--- src/pgc_regs.svh ---
/*
 * Register map, field positions, reset values, function codes and timing
 * for the pin control block.
 * Assumes a word-addressed Wishbone view: byte address = 4 * index.
 */
`ifndef PGC_REGS_SVH
`define PGC_REGS_SVH

// register indices (byte address is four times the index)
`define PGC_CTRL_IDX        30'h0000_4041
`define PGC_STAT_IDX        30'h0000_4100
`define PGC_MASK_IDX        30'h0000_4101
`define PGC_DATA_IDX        30'h0000_4102

// control register fields
`define PGC_DIR_BIT         15
`define PGC_PULL_HI         14
`define PGC_PULL_LO         13
`define PGC_IRQ_MODE_BIT    12
`define PGC_SUPPLY_BIT      11
`define PGC_POL_BIT         10
`define PGC_OD_BIT          9
`define PGC_ENA_BIT         7
`define PGC_FN_HI           3
`define PGC_FN_LO           0
`define PGC_CTRL_RESET      16'hA400
`define PGC_CTRL_WMASK      16'hFE8F

// data and status register fields
`define PGC_DATA_OUT_BIT    0
`define PGC_DATA_IN_BIT     1
`define PGC_STAT_EDGE_BIT   0

// pull codes
`define PGC_PULL_NONE       2'h0
`define PGC_PULL_DOWN       2'h1
`define PGC_PULL_UP         2'h2

// function codes, shared by input and output lists
`define PGC_FN_0            4'h0
`define PGC_FN_1            4'h1
`define PGC_FN_2            4'h2
`define PGC_FN_3            4'h3
`define PGC_FN_4            4'h4
`define PGC_FN_5            4'h5
`define PGC_FN_6            4'h6
`define PGC_FN_7            4'h7
`define PGC_FN_8            4'h8
`define PGC_FN_9            4'h9
`define PGC_FN_10           4'hA
`define PGC_FN_11           4'hB
`define PGC_FN_12           4'hC
`define PGC_FN_13           4'hD
`define PGC_FN_14           4'hE
`define PGC_FN_15           4'hF

// input function output vector positions
`define PGC_FI_ONOFF        0
`define PGC_FI_SLPWAKE      1
`define PGC_FI_SLEEP        2
`define PGC_FI_PWRON        3
`define PGC_FI_WDOG         4
`define PGC_FI_VS1          5
`define PGC_FI_VS2          6
`define PGC_FI_HWEN1        7
`define PGC_FI_HWEN2        8
`define PGC_FI_HWCTL1       9
`define PGC_FI_HWCTL2       10

// timing
`define PGC_CLK_MHZ         20
`define PGC_LONG_DB_US      1000

`endif

--- src/pgc_pkg.sv ---
/*
 * Types for the pin control block.
 * Assumes pgc_regs.svh for all numeric constants.
 */
package pgc_pkg;

	// whole state of the pin control top
	typedef struct packed {
		logic [15:0] ctrl;
		logic        gpo;
		logic        mask;
		logic        stat;
		logic        ack;
		logic [31:0] rdat;
		logic        pin_s;
		logic        lvl_prev;
		logic        irq;
		logic        pad_out;
		logic        pad_oe;
		logic        pull_up;
		logic        pull_dn;
		logic        supply;
		logic        gpio_in;
		logic [10:0] fin;
	} pgc_state_t;

	// state of the settle filter
	typedef struct packed {
		logic [19:0] cnt;
		logic        q;
	} pgc_db_state_t;

endpackage

--- src/pgc_debounce.sv ---
/*
 * Settle filter: output follows input after it has been stable for
 * STABLE_CYCLES clocks.
 * Assumes d is already synchronous to clock.
 */
`timescale 1ns/1ps
`include "pgc_regs.svh"

module pgc_debounce #(
	parameter int unsigned STABLE_CYCLES = `PGC_LONG_DB_US * `PGC_CLK_MHZ
) (
	// clock and reset
	input  wire logic clock,
	input  wire logic resetn,
	// level in and filtered level out
	input  wire logic d,
	output logic      q
);

	pgc_pkg::pgc_db_state_t s_q;
	pgc_pkg::pgc_db_state_t s_d;

	// count while input differs from output, restart on any bounce
	always_comb begin
		s_d = s_q;
		if (d == s_q.q) begin
			s_d.cnt = '0;
		end else if (s_q.cnt >= 20'(STABLE_CYCLES - 1)) begin
			s_d.cnt = '0;
			s_d.q   = d;
		end else begin
			s_d.cnt = s_q.cnt + 20'h0001;
		end
	end

	// state register
	always_ff @(posedge clock) begin
		if (!resetn) begin
			s_q <= '0;
		end else begin
			s_q <= s_d;
		end
	end

	assign q = s_q.q;

endmodule // pgc_debounce

--- src/pgc_pin_control.sv ---
/*
 * Control logic of one general-purpose pin: control register on classic
 * Wishbone, input function routing, output function muxing, pad drive,
 * edge interrupt with status and mask.
 * Assumes pad_in and all function sources are synchronous to clock, and
 * that the pad cell builds the wire from pad_out/pad_oe and the pulls.
 */
// Our own choice: the Wishbone interface to the registers.
`timescale 1ns/1ps
`include "pgc_regs.svh"

// Functional notes
// - direction bit 15: 0 output, 1 input
// - pull field: none, down, up; resets down
// - edge interrupt: polarity edge, or both edges
// - bit 11 picks digital or alternate supply
// - bit 10: 0 inverted, 1 non-inverted
// - bit 9: 0 push-pull, 1 open-drain
// - bit 7: 0 tri-stated, 1 normal
// - input codes 0,1 gpio; 0 long debounce
// - input 2 power on/off, 3 sleep/wake
// - input 4 debounced sleep/wake, 5 sleep, 6 power-on
// - input 7 is watchdog reset input
// - input 8,9 voltage scale; 10,11 hw enable
// - input 12-15 hw control, 14,15 debounced
// - output 0 gpio level, 1 32 kHz clock
// - output 2 on, 3 sleep, 4 change
// - output 8,9 scale done; 12,13 supply good
// - output 10,11 external power enables
// - output 14 2 MHz clock, 15 aux reset
module pgc_pin_control #(
	parameter int unsigned LONG_DB_CYCLES = `PGC_LONG_DB_US * `PGC_CLK_MHZ
) (
	// clock and reset
	input  wire logic        clock,
	input  wire logic        resetn,
	// wishbone slave
	input  wire logic        wb_cyc_i,
	input  wire logic        wb_stb_i,
	input  wire logic        wb_we_i,
	input  wire logic [31:0] wb_adr_i,
	input  wire logic [3:0]  wb_sel_i,
	input  wire logic [31:0] wb_dat_i,
	output logic      [31:0] wb_dat_o,
	output logic             wb_ack_o,
	// interrupt
	output logic             irq_o,
	// pad
	input  wire logic        pad_in,
	output logic             pad_out,
	output logic             pad_oe,
	output logic             pull_up_en,
	output logic             pull_down_en,
	output logic             supply_domain_select,
	// input functions towards the device
	output logic             power_onoff_req,
	output logic             sleep_wake_req,
	output logic             sleep_req,
	output logic             power_on_req,
	output logic             wdog_reset_in,
	output logic             voltage_scale_in_one,
	output logic             voltage_scale_in_two,
	output logic             hw_enable_one,
	output logic             hw_enable_two,
	output logic             hw_control_one,
	output logic             hw_control_two,
	// output function sources from the device
	input  wire logic        osc_32k_clk,
	input  wire logic        on_state,
	input  wire logic        sleep_state,
	input  wire logic        power_state_change,
	input  wire logic        scale_done_one,
	input  wire logic        scale_done_two,
	input  wire logic        ext_power_enable_one,
	input  wire logic        ext_power_enable_two,
	input  wire logic        system_supply_good,
	input  wire logic        converter_power_good,
	input  wire logic        ext_power_clk_2m,
	input  wire logic        aux_reset
);

	// whole block state, registered once per clock
	pgc_pkg::pgc_state_t s_q;
	pgc_pkg::pgc_state_t s_d;

	// settled pad level from the long filter
	logic       lvl_filt;

	// control field views, plain slices of the register
	logic       pin_direction;
	logic [1:0] pull_select;
	logic       irq_edge_mode;
	logic       pin_polarity;
	logic       open_drain_select;
	logic       pin_enable;
	logic [3:0] pin_function_select;

	// control field views
	assign pin_direction       = s_q.ctrl[`PGC_DIR_BIT];
	assign pull_select         = s_q.ctrl[`PGC_PULL_HI:`PGC_PULL_LO];
	assign irq_edge_mode       = s_q.ctrl[`PGC_IRQ_MODE_BIT];
	assign pin_polarity        = s_q.ctrl[`PGC_POL_BIT];
	assign open_drain_select   = s_q.ctrl[`PGC_OD_BIT];
	assign pin_enable          = s_q.ctrl[`PGC_ENA_BIT];
	assign pin_function_select = s_q.ctrl[`PGC_FN_HI:`PGC_FN_LO];

	// long settle filter on the sampled pad level
	pgc_debounce #(
		.STABLE_CYCLES (LONG_DB_CYCLES)
	) u_long_db (
		.clock  (clock),
		.resetn (resetn),
		.d      (s_q.pin_s),
		.q      (lvl_filt)
	);

	// next state of the whole block
	always_comb begin
		// bus temporaries
		logic        hit;
		logic        rd;
		logic        wr;
		logic        a_ctrl;
		logic        a_stat;
		logic        a_mask;
		logic        a_data;
		logic [15:0] bmask;

		// pin path temporaries
		logic        long_db;
		logic        lvl;
		logic        in_act;
		logic        out_act;
		logic        edge_ev;
		logic        src;
		logic        drive;

		s_d     = s_q;
		hit     = wb_cyc_i & wb_stb_i & ~s_q.ack;
		rd      = hit & ~wb_we_i;
		wr      = hit & wb_we_i;
		a_ctrl  = 1'b0;
		a_stat  = 1'b0;
		a_mask  = 1'b0;
		a_data  = 1'b0;
		bmask   = {{8{wb_sel_i[1]}}, {8{wb_sel_i[0]}}};
		long_db = 1'b0;
		lvl     = 1'b0;
		in_act  = 1'b0;
		out_act = 1'b0;
		edge_ev = 1'b0;
		src     = 1'b0;
		drive   = 1'b0;

		// address decode, word aligned
		if (wb_adr_i[31:2] == `PGC_CTRL_IDX) begin
			a_ctrl = 1'b1;
		end else if (wb_adr_i[31:2] == `PGC_STAT_IDX) begin
			a_stat = 1'b1;
		end else if (wb_adr_i[31:2] == `PGC_MASK_IDX) begin
			a_mask = 1'b1;
		end else if (wb_adr_i[31:2] == `PGC_DATA_IDX) begin
			a_data = 1'b1;
		end

		// ack one cycle after the strobe, dropped the cycle after
		s_d.ack = hit;

		// writes; reserved control bits never stored so they read zero
		if (wr && a_ctrl) begin
			s_d.ctrl = (s_q.ctrl & ~(bmask & `PGC_CTRL_WMASK))
			         | (wb_dat_i[15:0] & bmask & `PGC_CTRL_WMASK);
		end

		// mask and output level live in byte lane zero
		if (wr && a_mask && wb_sel_i[0]) begin
			s_d.mask = wb_dat_i[`PGC_STAT_EDGE_BIT];
		end

		// only the output level is writable in the data word
		if (wr && a_data && wb_sel_i[0]) begin
			s_d.gpo = wb_dat_i[`PGC_DATA_OUT_BIT];
		end

		// read data; unmapped addresses answer zero
		s_d.rdat = '0;
		if (rd) begin
			if (a_ctrl) begin
				s_d.rdat[15:0] = s_q.ctrl;
			end else if (a_stat) begin
				s_d.rdat[`PGC_STAT_EDGE_BIT] = s_q.stat;
			end else if (a_mask) begin
				s_d.rdat[`PGC_STAT_EDGE_BIT] = s_q.mask;
			end else if (a_data) begin
				s_d.rdat[`PGC_DATA_OUT_BIT] = s_q.gpo;
				s_d.rdat[`PGC_DATA_IN_BIT]  = s_q.gpio_in;
			end
		end

		// pad sampled once; inputs are already synchronous
		s_d.pin_s = pad_in;

		// direction and enable pick which list applies
		in_act  = pin_direction & pin_enable;
		out_act = ~pin_direction & pin_enable;

		// long settle only for codes 0, 4, 14 and 15
		long_db = (pin_function_select == `PGC_FN_0)
		        | (pin_function_select == `PGC_FN_4)
		        | (pin_function_select == `PGC_FN_14)
		        | (pin_function_select == `PGC_FN_15);

		// logical level: inverted polarity flips the pad level
		lvl = (long_db ? lvl_filt : s_q.pin_s) ^ ~pin_polarity;

		// edge on logical level: rising only, or both in edge mode
		edge_ev = in_act & (lvl ^ s_q.lvl_prev) & (irq_edge_mode | lvl);

		// tracked while inactive too, so enabling alone makes no edge
		s_d.lvl_prev = lvl;

		// sticky status; a new edge wins over the read clear
		s_d.stat = edge_ev | (s_q.stat & ~(rd & a_stat));

		// level interrupt from the next status, so it rises with the bit
		s_d.irq  = s_d.stat & s_d.mask;

		// input function routing, all inactive unless input and enabled
		s_d.fin     = '0;
		s_d.gpio_in = 1'b0;
		if (in_act) begin
			case (pin_function_select)
				`PGC_FN_0, `PGC_FN_1: begin
					s_d.gpio_in = lvl;
				end
				`PGC_FN_2: begin
					s_d.fin[`PGC_FI_ONOFF] = lvl;
				end
				`PGC_FN_3: begin
					s_d.fin[`PGC_FI_SLPWAKE] = lvl;
				end
				`PGC_FN_4: begin
					s_d.fin[`PGC_FI_SLPWAKE] = lvl;
				end
				`PGC_FN_5: begin
					s_d.fin[`PGC_FI_SLEEP] = lvl;
				end
				`PGC_FN_6: begin
					s_d.fin[`PGC_FI_PWRON] = lvl;
				end
				`PGC_FN_7: begin
					s_d.fin[`PGC_FI_WDOG] = lvl;
				end
				`PGC_FN_8: begin
					s_d.fin[`PGC_FI_VS1] = lvl;
				end
				`PGC_FN_9: begin
					s_d.fin[`PGC_FI_VS2] = lvl;
				end
				`PGC_FN_10: begin
					s_d.fin[`PGC_FI_HWEN1] = lvl;
				end
				`PGC_FN_11: begin
					s_d.fin[`PGC_FI_HWEN2] = lvl;
				end
				`PGC_FN_12, `PGC_FN_14: begin
					s_d.fin[`PGC_FI_HWCTL1] = lvl;
				end
				default: begin
					s_d.fin[`PGC_FI_HWCTL2] = lvl;
				end
			endcase
		end

		// output function source; reserved codes drive inactive
		case (pin_function_select)
			`PGC_FN_0:  src = s_q.gpo;
			`PGC_FN_1:  src = osc_32k_clk;
			`PGC_FN_2:  src = on_state;
			`PGC_FN_3:  src = sleep_state;
			`PGC_FN_4:  src = power_state_change;
			`PGC_FN_8:  src = scale_done_one;
			`PGC_FN_9:  src = scale_done_two;
			`PGC_FN_10: src = ext_power_enable_one;
			`PGC_FN_11: src = ext_power_enable_two;
			`PGC_FN_12: src = system_supply_good;
			`PGC_FN_13: src = converter_power_good;
			`PGC_FN_14: src = ext_power_clk_2m;
			`PGC_FN_15: src = aux_reset;
			default:    src = 1'b0;
		endcase
		drive = src ^ ~pin_polarity;

		// pad drive; open drain only ever pulls low
		if (open_drain_select) begin
			s_d.pad_out = 1'b0;
			s_d.pad_oe  = out_act & ~drive;
		end else begin
			s_d.pad_out = drive;
			s_d.pad_oe  = out_act;
		end

		// pulls and supply follow the register regardless of enable
		s_d.pull_up = (pull_select == `PGC_PULL_UP);
		s_d.pull_dn = (pull_select == `PGC_PULL_DOWN);

		// supply choice only steers the pad cell
		s_d.supply  = s_q.ctrl[`PGC_SUPPLY_BIT];
	end

	// state register; reset values match the documented control defaults
	always_ff @(posedge clock) begin
		if (!resetn) begin
			s_q <= '{ctrl: `PGC_CTRL_RESET, pull_dn: 1'b1, default: '0};
		end else begin
			s_q <= s_d;
		end
	end

	// outputs straight from the state register
	assign wb_dat_o             = s_q.rdat;
	assign wb_ack_o             = s_q.ack;

	// interrupt level
	assign irq_o                = s_q.irq;

	// pad drive, pulls and supply
	assign pad_out              = s_q.pad_out;
	assign pad_oe               = s_q.pad_oe;
	assign pull_up_en           = s_q.pull_up;
	assign pull_down_en         = s_q.pull_dn;
	assign supply_domain_select = s_q.supply;

	// input functions, all low unless routed
	assign power_onoff_req      = s_q.fin[`PGC_FI_ONOFF];
	assign sleep_wake_req       = s_q.fin[`PGC_FI_SLPWAKE];
	assign sleep_req            = s_q.fin[`PGC_FI_SLEEP];
	assign power_on_req         = s_q.fin[`PGC_FI_PWRON];
	assign wdog_reset_in        = s_q.fin[`PGC_FI_WDOG];
	assign voltage_scale_in_one = s_q.fin[`PGC_FI_VS1];
	assign voltage_scale_in_two = s_q.fin[`PGC_FI_VS2];
	assign hw_enable_one        = s_q.fin[`PGC_FI_HWEN1];
	assign hw_enable_two        = s_q.fin[`PGC_FI_HWEN2];
	assign hw_control_one       = s_q.fin[`PGC_FI_HWCTL1];
	assign hw_control_two       = s_q.fin[`PGC_FI_HWCTL2];

endmodule // pgc_pin_control

--- config.mk ---
export PLATFORM = sky130hd
export DESIGN_NAME = pgc_pin_control
export DESIGN_NICKNAME = d
export VERILOG_FILES = /design/src/pgc_pkg.sv /design/src/pgc_debounce.sv /design/src/pgc_pin_control.sv
export VERILOG_INCLUDE_DIRS = /design/src
export SDC_FILE = /design/constraint.sdc
export NUM_CORES = 1
export LEC_CHECK = 0
export BUFFER_PORTS_ARGS = -buffer_cell sky130_fd_sc_hd__buf_4
export CORE_ASPECT_RATIO = 0.7
export CORE_MARGIN = 8
export CORE_UTILIZATION = 40
export DETAILED_ROUTE_END_ITERATION = 12
export PLACE_DENSITY = 0.69
export SLEW_MARGIN = 10
export SYNTH_ARGS = -nofsm -noshare
export SYNTH_HDL_FRONTEND = slang
export SYNTH_SLANG_ARGS = --single-unit
--- constraint.sdc ---
create_clock -name clock -period 2.55 [get_ports clock]
set_input_delay 0.51 -clock clock [delete_from_list [all_inputs] [get_ports clock]]
set_output_delay 0.51 -clock clock [all_outputs]
set_load 0.1 [all_outputs]
==> results of run 1 <==
## kinds of logic (layout without fill, tap and decap cells)
group           Yosys count  count (layout)  synth area share (%)
simple gates            154             154                 30.10
flops                    69              69                 42.82
buf+inv                  55             120                 12.18
compound gates           47              47                 9.233
xor+xnor                 13              13                 3.530
mux                       5               5                 1.629
fa+ha+maj                 1               1                0.3878
other cells               1              25                0.1163
## cells in the mapped netlist, types with 6 or more instances
library cell	number
a21oi_1	15
and2_1	13
and3_1	7
buf_2	6
buf_4	33
dfxtp_1	69
inv_1	6
nand2_1	11
nand3_1	25
nand4_1	6
nor2_1	22
nor2_4	8
nor3_1	11
nor4_1	10
o21ai_0	15
xnor2_1	7
xor2_1	6
## power by group through the flow
stage | Clock (W) | Sequential [W] | Combinational, W
finish | 0.00132 | 0.00109 | 0.000247
global route | 0.00140 | 0.00109 | 0.000258
CTS | 0.00135 | 0.00109 | 0.000246
detailed placement | 0 | 0.00111 | 0.000246
global placement | 0 | 0.00111 | 0.000243
floorplan | 0 | 0.00112 | 0.000176
## critical path, delay by kind of cell (launching register included)
family | cells | cell delay, ns
DFF | 1 | 0.64
muxes | 1 | 0.28
AOI/OAI and AO/OA | 1 | 0.23
and+or+nand+nor | 3 | 0.94
## area by class of cell
class                           instances  area [um^2]  area share (%)
Multi-Input combinational cell        245         1541           37.30
Sequential cell                        69         1381           33.42
Timing Repair Buffer                   98        735.7           17.80
Clock buffer                           10        239.0           5.783
Tap cell                              101        126.4           3.058
Clock inverter                          6        86.33           2.089
Inverter                                6        22.52          0.5450
## metal layers
metal	vias up	part of all wire, %
li1	1345	-
met1	1225	43
met2	122	44
met3	9	11
met4	0	1.3
met5	-	0
## per-stage QoR
step | utilization (%) | area (um^2)
2_1_floorplan | - | 3316
4_1_cts | 52.63 | 4125
5_1_grt | 52.73 | 4133
3_5_place_dp | 48.48 | 3800
3_3_place_gp | 48.48 | 3800
6_report | 52.73 | 4133
## what timing repair did
action	CTS	global route
hold buffers	0	0
buffers inserted	0	1
setup endpoints to repair	0	2
## worst max-delay path by stage
| stage | slack (ns) | startpoint | endpoint |
|---|---|---|---|
| floorplan | 0.46 | wb_ack_o | irq_o |
| global placement | 0.25 | flip-flop | voltage_scale_in_one |
| detailed placement | 0.22 | wb_adr_i[14] | wb_dat_o[2] |
| CTS | 0.23 | flip-flop | voltage_scale_in_one |
| global route | 0.25 | flip-flop | pad_out |
| finish | 0.37 | flip-flop | pad_out |
==> impl_metrics.py, run 1 <==
metrics = {
    "yosys": {
        "synth_top_area_cell": "dfxtp_1",
        "synth.distinct_cells": 59,
        "synthDominantCellAreaShare_pct": 42.82,
        "syn_inst": 345,
        "ys.flop_type": "dfxtp_1",
        "syn_avg_cell_area_um2": 9.350,
        "synth-seq-cells": 69,
        "async_flop_share_pct": 0,
        "synth_area_um2": 3226,
        "yosys_warnings": 0,
        "ys_top_cells_by_area": "dfxtp_1 (43%), buf_4 (7.7%), nand3_1 (3.9%), nor2_4 (2.8%), nor2_1 (2.6%)",
        "synth_edf_count": 0,
        "ys_seq_area_share_pct": 42.82,
    },
    "clock_tree": {
        "clockRootBuffer": "clkbuf_16",
        "insertion_delay_ns": 0.33,
        "cts_buffers": 9,
        "clockBufferDepth": 2,
        "ctsResizeCount": 0,
        "cts_tree": "built",
        "htree_levels": 3,
        "cts.sinks": 69,
        "clkTransAtPathRegs_ns": 0.06,
    },
    "floorplanning": {
        "fp.coreArea_um2": 7838,
        "die_area_um2": 11240,
        "die_h_um": 91.13,
        "rows": 27,
        "fp.dieW_um": 123.3,
        "start_util_pct": 41.16,
        "ios": 136,
    },
    "placement": {
        "place_ws_ns": 0.2236,
        "place_hpwl_um": 5992,
        "gp_congestion": 0.7381,
        "dp.cells": 518,
        "port_buffers": 91,
    },
    "worst_setup_path": {
        "slowest_stage": "dfxtp_1",
        "cp_data_arrival_time_ns": 2.43,
        "r2r_cells": 5,
        "cpPeakStageDelay_ns": 0.64,
        "crit_path_cell_trace": "mux2i_1, nor3_1, or4_4, or3_1, a211oi_2",
        "rrSetupSlack_ns": 0.37,
        "cp.required_ns": 2.80,
        "timing.rr.end": "pad_out",
        "end_kind": "flip-flop",
        "crit_type": "reg -> reg",
        "worstSetupStartpointType": "flip-flop",
        "critPathMaxFanout": 16,
    },
    "cells_and_area": {
        "antennaDiodeCount": 0,
        "nets": 516,
        "final_cell_mix": "buf_4 (98), dfxtp_1 (69), nand3_1 (25), conb_1 (25), nor2_1 (22)",
        "drive_gt1_share_pct": 31.11,
        "fillers": 757,
        "stdcell_count": 535,
        "area_growth_pct": 28.12,
        "layout_commonest_cell": "buf_4",
    },
    "timing": {
        "maxSlewHeadroom_pct": 65.47,
        "worst_pin_slew_ns": 0.5172,
        "setup_viol": 0,
        "grt_setup_unrepaired": "no",
        "final_hold_viol_count": 0,
        "final-max-slew-violation-count": 0,
        "fin_skew_ns": 0.006206,
        "period_share_pct": 85.46,
        "setup_ws_ns": 0.3709,
        "max_freq_mhz": 458.9,
        "finalSetupTns_ns": 0,
        "final.min_clock_period_ns": 2.179,
        "hold_ws_ns": 0.3981,
    },
    "global_route": {
        "antenna_found_initial": 0,
        "grtUsageMet1_pct": 18.19,
        "grt_pass1_vias": 2713,
        "grt.busiest_layer": "met2",
        "grt_use_total_pct": 14.36,
        "grt.overflow.total": 0,
        "grt_start_max_net_pins": 17,
        "grt_pass1_wl_um": 13010,
        "grt_use_met2_pct": 21.33,
        "use_met3_pct": 5.690,
    },
    "min_path": {
        "hold_depth": 2,
        "hp-start": "pad_in",
        "holdPathEnd": "s_q[19]",
        "hold_path.class": "in -> reg",
    },
    "pwr": {
        "clkPwrFrac_pct": 49.7,
        "intPower_w": 0.002038,
        "comb_power_share_pct": 9.3,
        "ir_worst_vdd_v": 0.0003486,
        "finalPower_w": 0.002659,
        "sw_frac_of_total_pct": 23.38,
        "p_per_area_nw_per_um2": 643.5,
        "p_leak_nw": 1.647,
        "seqPwrFrac_pct": 41.0,
        "p_sw_w": 0.0006216,
    },
    "detailed_routing": {
        "ant_nets": 0,
        "drc": 0,
        "drt-wirelength-per-cell_um": 14.74,
        "vias": 2701,
        "drt_iter0_markers": 233,
        "avgViaCountPerCell": 5.049,
        "routed_wl_um": 7887,
        "dr.pass1.iters": 5,
    },
    "run": {
        "drv_cap": 0,
    },
    "outcome": {
        "status": "complete, no violations",
    },
}
No activity file was read; power rests on OpenSTA's default activity.
==> inputs of run 2 (changes only) <==
--- a/config.mk
+++ b/config.mk
@@ -6,6 +6,7 @@
 export SDC_FILE = /design/constraint.sdc
 export NUM_CORES = 1
 export LEC_CHECK = 0
+export ABC_AREA = 1
 export BUFFER_PORTS_ARGS = -buffer_cell sky130_fd_sc_hd__buf_4
 export CORE_ASPECT_RATIO = 0.7
 export CORE_MARGIN = 8
==> run 2 against run 1 <==
Against the previous run: fmax grew 26%; critical path type unchanged; combinational power is 2% higher; via count rose by 5.7%; sequential power about the same; first-iteration DRC count shrank 40%; synthesized cell count up 25%; flip-flop and latch count unchanged; clock-buffer cell count did not move; routed wire length shrank 0.38%; hold slack worse by 0.030 ns.
==> impl_metrics.py, run 2 <==
metrics = {
    "yosys": {
        "synth_top_area_cell": "dfxtp_1",
        "ys.flop_type": "dfxtp_1",
        "synthDominantCellAreaShare_pct": 43.29,
        "async_flop_share_pct": 0,
        "syn_avg_cell_area_um2": 7.420,
        "muxShareOfSynthArea_pct": 0,
        "ys_top_cells_by_area": "dfxtp_1 (43%), nor2_1 (11%), nand2_1 (7.6%), buf_4 (7.5%), inv_1 (5.9%)",
        "synth-seq-cells": 69,
        "synth_edf_count": 0,
        "synth_top_family_by_area": "simple AND/OR/NAND/NOR gates",
        "synth_most_common_cell": "nor2_1",
        "synth_xor_area_share_pct": 3.294,
        "synth_fa_ha_area_share_pct": 0.3922,
        "synth-simple-area-share_pct": 32.16,
        "ys_seq_area_share_pct": 43.29,
        "synth_compound_area_share_pct": 6.000,
        "yosys_warnings": 0,
        "synth.distinct_cells": 35,
        "synth_common_cells": "nor2_1 (90), dfxtp_1 (69), nand2_1 (65)",
        "syn_inst": 430,
        "synth_area_um2": 3191,
    },
    "cells_and_area": {
        "area_growth_pct": 28.39,
        "drive_gt1_share_pct": 23.76,
        "layout_commonest_cell": "buf_4",
        "fillers": 769,
        "seqCellArea_um2": 1381,
        "final_util_pct": 52.49,
        "final_cell_mix": "buf_4 (93), nor2_1 (90), dfxtp_1 (69)",
        "multi_input_area_um2": 1429,
        "antennaDiodeCount": 0,
        "nets": 608,
        "design_area_um2": 4096,
        "stdcell_count": 627,
    },
    "worst_setup_path": {
        "worstSetupStartpointType": "flip-flop",
        "critPathMaxFanout": 10,
        "cp_data_arrival_time_ns": 1.95,
        "crit_type": "reg -> reg",
        "cpPeakStageDelay_ns": 0.58,
        "end_kind": "flip-flop",
        "cp.required_ns": 2.77,
        "crit_path_cell_trace": "inv_1, nor2_1, nand3_1, nand2_1, inv_1, nand2_1, nor2_1, nand3_1, nand3_1, nand2_1, inv_1",
        "timing.rr.end": "pad_oe",
        "r2r_cells": 11,
        "slowest_stage": "dfxtp_1",
        "cp_top_family": "simple AND/OR/NAND/NOR gates",
        "crit_buf_inv": 3,
        "rrSetupSlack_ns": 0.82,
    },
    "pwr": {
        "p_leak_nw": 1.937,
        "sw_frac_of_total_pct": 25.59,
        "p_sw_w": 0.0006237,
        "finalPower_w": 0.002437,
        "comb_power_share_pct": 10.3,
        "intPower_w": 0.001814,
        "ir_worst_vdd_v": 0.0002678,
        "clkPwrFrac_pct": 45.0,
        "p_per_area_nw_per_um2": 595.0,
        "seqPwrFrac_pct": 44.7,
    },
    "clock_tree": {
        "insertion_delay_ns": 0.33,
        "clockBufferDepth": 2,
        "post-cts-setup-buffers": 0,
        "clkTransAtPathRegs_ns": 0.05,
        "htree_levels": 3,
        "cts.sinks": 69,
        "ctsResizeCount": 0,
        "cts_buffers": 9,
        "cts_tree": "built",
        "holdBufCountCts": 0,
        "clockRootBuffer": "clkbuf_16",
    },
    "timing": {
        "final_hold_viol_count": 0,
        "final.min_clock_period_ns": 1.727,
        "grt_setup_unrepaired": "no",
        "setup_viol": 0,
        "period_share_pct": 67.72,
        "fin_skew_ns": 0.006013,
        "final-max-slew-violation-count": 0,
        "max_freq_mhz": 579.1,
        "finalSetupTns_ns": 0,
    },
    "placement": {
        "port_buffers": 91,
        "gp_congestion": 0.8150,
        "dp.cells": 611,
        "place_area_um2": 3827,
        "place_hpwl_um": 6098,
    },
    "floorplanning": {
        "die_area_um2": 11140,
        "die_h_um": 90.72,
        "rows": 27,
        "fp.dieW_um": 122.7,
        "start_util_pct": 40.89,
        "fp.coreArea_um2": 7804,
        "ios": 136,
    },
    "min_path": {
        "hold_depth": 3,
        "holdPathEnd": "s_q[19]",
        "hp-start": "pad_in",
        "hold_path.class": "in -> reg",
    },
    "detailed_routing": {
        "vias": 2855,
        "drc": 0,
        "avgViaCountPerCell": 4.553,
        "routed_wl_um": 7857,
        "drt-wirelength-per-cell_um": 12.53,
        "drt_iter0_markers": 139,
        "dr.pass1.iters": 4,
        "ant_nets": 0,
    },
    "global_route": {
        "grt_pass1_vias": 2832,
        "grt_use_total_pct": 14.33,
        "grt.overflow.total": 0,
        "grt_pass1_wl_um": 12970,
        "grt_start_max_net_pins": 21,
        "antenna_found_initial": 0,
    },
    "outcome": {
        "status": "complete, no violations",
    },
    "run": {
        "drv_cap": 0,
    },
}
==> run 2: kinds of logic after synthesis <==
kind of cell             count (synthesis)
flip-flops                              69
buffers and inverters                   88
AO/OA/AOI/OAI                           33
AND/OR/NAND/NOR                        226
other                                    1
adder cells (fa/ha/maj)                  1
XOR/XNOR                                12
==> run 2: layer usage <==
metal  vias to the layer above  wire length, um  GRT usage (%)
met5                         -                0              0
met4                         0               91          4.954
met3                         7              539          4.809
met2                        93             3469          21.63
met1                      1266             3757          18.52
li1                       1489                -              -
==> run 2: worst reg2reg max path: stages, from the launching register on <==
cell and delay [ns]:
dfxtp_1 0.58, inv_1 0.14, nor2_1 0.24, nand3_1 0.12
nand2_1 0.10, inv_1 0.04, nand2_1 0.06, nor2_1 0.05
nand3_1 0.08, nand3_1 0.10, nand2_1 0.08, inv_1 0.04
==> run 2: metrics by stage <==
stage / hold WS, ns / worst slack [ns]
final: 0.3686 / 0.8231
after global routing: 0.3706 / 0.6247
after CTS: 0.3610 / 0.8515
after detailed placement: 0.4270 / 0.6110
after global placement: 0.4188 / 0.6280
after floorplan: 0.3991 / 0.7849
==> run 2: how the worst max path moves through the flow <==
| stage | cells past startpoint | slack (ns) | to | startpoint |
|---|---|---|---|---|
| after global routing | 11 | 0.62 | pad_oe | flip-flop |
| after CTS | 11 | 0.85 | pad_oe | flip-flop |
| final | 11 | 0.82 | pad_oe | flip-flop |
| after global placement | 8 | 0.63 | wb_dat_o[1] | wb_adr_i[5] |
| after detailed placement | 8 | 0.61 | wb_dat_o[1] | wb_adr_i[5] |
| after floorplan | 6 | 0.78 | wb_dat_o[10] | wb_ack_o |
==> run 2: power groups by stage <==
stage	registers [W]	logic [W]	clock network, W
after global placement	0.00111	0.000249	0
after CTS	0.00109	0.000251	0.00113
final	0.00109	0.000252	0.00110
after floorplan	0.00112	0.000184	0
after detailed placement	0.00111	0.000251	0
after global routing	0.00109	0.000266	0.00118
==> run 2: cell type report <==
| cell class | count | share of cell area, % |
|---|---|---|
| multi-input cells | 297 | 34.88 |
| repair buffers | 93 | 17.04 |
| inverters | 51 | 4.704 |
| flip-flops and latches | 69 | 33.72 |
| clock inverters | 6 | 0.9774 |
| clock buffers | 10 | 5.590 |
| well taps | 101 | 3.085 |
==> inputs of run 3 (changes only) <==
--- a/config.mk
+++ b/config.mk
@@ -6,7 +6,7 @@
 export SDC_FILE = /design/constraint.sdc
 export NUM_CORES = 1
 export LEC_CHECK = 0
-export ABC_AREA = 1
+export ABC_AREA = 0
 export BUFFER_PORTS_ARGS = -buffer_cell sky130_fd_sc_hd__buf_4
 export CORE_ASPECT_RATIO = 0.7
 export CORE_MARGIN = 8
==> constraint.sdc (replaced) <==
create_clock -name clock -period 1.8 [get_ports clock]
set_input_delay 0.36 -clock clock [delete_from_list [all_inputs] [get_ports clock]]
set_output_delay 0.36 -clock clock [all_outputs]
set_load 0.1 [all_outputs]
==> run 3 against run 2 <==
Against the previous run: the run now ends with negative setup slack left; first-iteration DRC count up 37%; cell count down 8.3%; hold slack worse by 0.12 ns; die area up 0.93%; global-route usage up 1.1 points; clock-buffer cell count unchanged; non-clock buffer count up 44; critical path depth down 6; clock power up 97%; register-to-register slack worse by 0.89 ns; routed wire length up 14%.
==> impl_metrics.py, run 3 (synthesized netlist as in run 1, its figures left out) <==
metrics = {
    "clock_tree": {
        "htree_levels": 3,
        "holdBufCountCts": 0,
        "cts_buffers": 9,
        "cts_tree": "built",
        "cts.sinks": 69,
        "clkTransAtPathRegs_ns": 0.05,
        "insertion_delay_ns": 0.33,
        "clockRootBuffer": "clkbuf_16",
        "clockBufferDepth": 2,
    },
    "placement": {
        "gp_congestion": 0.7701,
        "port_buffers": 91,
        "place_ws_ns": -0.3166,
        "dp.cells": 548,
        "place_hpwl_um": 6482,
    },
    "timing": {
        "max_freq_mhz": 534.8,
        "setup_viol": 27,
        "fin_skew_ns": 0.004789,
        "final.min_clock_period_ns": 1.870,
        "final_hold_viol_count": 0,
        "period_share_pct": 103.9,
        "finalSetupTns_ns": -0.7400,
        "final-max-slew-violation-count": 0,
        "setup_ws_ns": -0.06996,
        "grt_setup_unrepaired": "yes",
    },
    "floorplanning": {
        "die_area_um2": 11240,
        "rows": 27,
        "fp.coreArea_um2": 7838,
        "fp.dieW_um": 123.3,
        "ios": 136,
        "die_h_um": 91.13,
        "start_util_pct": 41.16,
    },
    "cells_and_area": {
        "multi_input_area_um2": 1702,
        "fillers": 666,
        "final_cell_mix": "buf_4 (126), dfxtp_1 (61), nand3_1 (25), conb_1 (25), nor2_1 (16)",
        "final_util_pct": 59.90,
        "drive_gt1_share_pct": 44.94,
        "stdcell_count": 575,
        "area_growth_pct": 45.54,
        "nets": 556,
        "layout_commonest_cell": "buf_4",
        "antennaDiodeCount": 0,
        "seqCellArea_um2": 1399,
    },
    "pwr": {
        "p_per_area_nw_per_um2": 866.2,
        "ir_worst_vdd_v": 0.0005392,
        "p_leak_nw": 1.906,
        "finalPower_w": 0.004066,
    },
    "detailed_routing": {
        "ant_nets": 0,
        "vias": 2882,
        "avgViaCountPerCell": 5.012,
        "drc": 0,
        "dr.pass1.iters": 4,
        "routed_wl_um": 8964,
        "drt-wirelength-per-cell_um": 15.59,
        "drt_iter0_markers": 190,
    },
    "global_route": {
        "grt_pass1_wl_um": 14090,
        "grt_start_max_net_pins": 15,
        "grt_use_total_pct": 15.47,
        "antenna_found_initial": 0,
        "grt_pass1_vias": 3042,
        "grt.overflow.total": 0,
    },
    "min_path": {
        "hold_path.class": "in -> reg",
        "hp-start": "pad_in",
    },
    "worst_setup_path": {
        "end_kind": "flip-flop",
        "critPathMaxFanout": 7,
        "cp_data_arrival_time_ns": 2.12,
        "rrSetupSlack_ns": -0.07,
        "worstSetupStartpointType": "flip-flop",
        "crit_type": "reg -> reg",
        "cp.required_ns": 2.05,
    },
    "outcome": {
        "status": "finished, violations left",
        "violations": "negative setup slack",
    },
    "run": {
        "drv_cap": 0,
    },
}
## run 3: repair_timing
item                                    CTS  global route
resized for setup                        14            39
buffers inserted                          5             2
gates cloned                              1             4
pin swaps                                13            13
endpoints found under the setup margin   31            46
## run 3: area by class of cell
class                   count  share of cell area [%]
multi-input cells         246                   36.25
flip-flops and latches     69                   29.80
repair buffers            137                   22.84
inverters                   6                  0.4797
clock inverters             6                   2.852
well taps                 101                   2.692
clock buffers              10                   5.091
## run 3: path summary, 6_finish.rpt
| path | end | depth (start not counted) |
|---|---|---|
| min | s_q[19] | 2 |
| min reg2reg | supply_domain_select | 1 |
| max reg2reg | pad_out | 5 |
| max | pad_out | 5 |
## run 3: layer usage
layer / global-route usage, % / vias up / wire [um]
li1: - / 1421 / -
met1: 19.25 / 1338 / 4018
met2: 23.17 / 107 / 4023
met3: 5.566 / 16 / 746
met4: 7.493 / 0 / 176
met5: 0 / - / 0
## run 3: stage by stage
step | area, um^2 | hold slack [ns]
floorplan | 3348 | 0.4176
global placement | 4055 | 0.4543
detailed placement | 4055 | 0.4674
CTS | 4514 | 0.2465
global route | 4695 | 0.2632
finish | 4695 | 0.2465
## run 3: critical path: stages (launching register included)
cell,delay (ns)
dfxtp_4,0.39
mux2i_2,0.25
o32ai_1,0.11
or4_4,0.51
or3_4,0.34
a211oi_2,0.18
## run 3: where the power goes
group | internal, W | switching, W | leakage [nW] | total, W
clock | 0.00153 | 0.000637 | 0.183 | 0.00217
combinational | 0.000110 | 0.000250 | 1.16 | 0.000360
sequential | 0.00153 | 0.00000637 | 0.563 | 0.00154
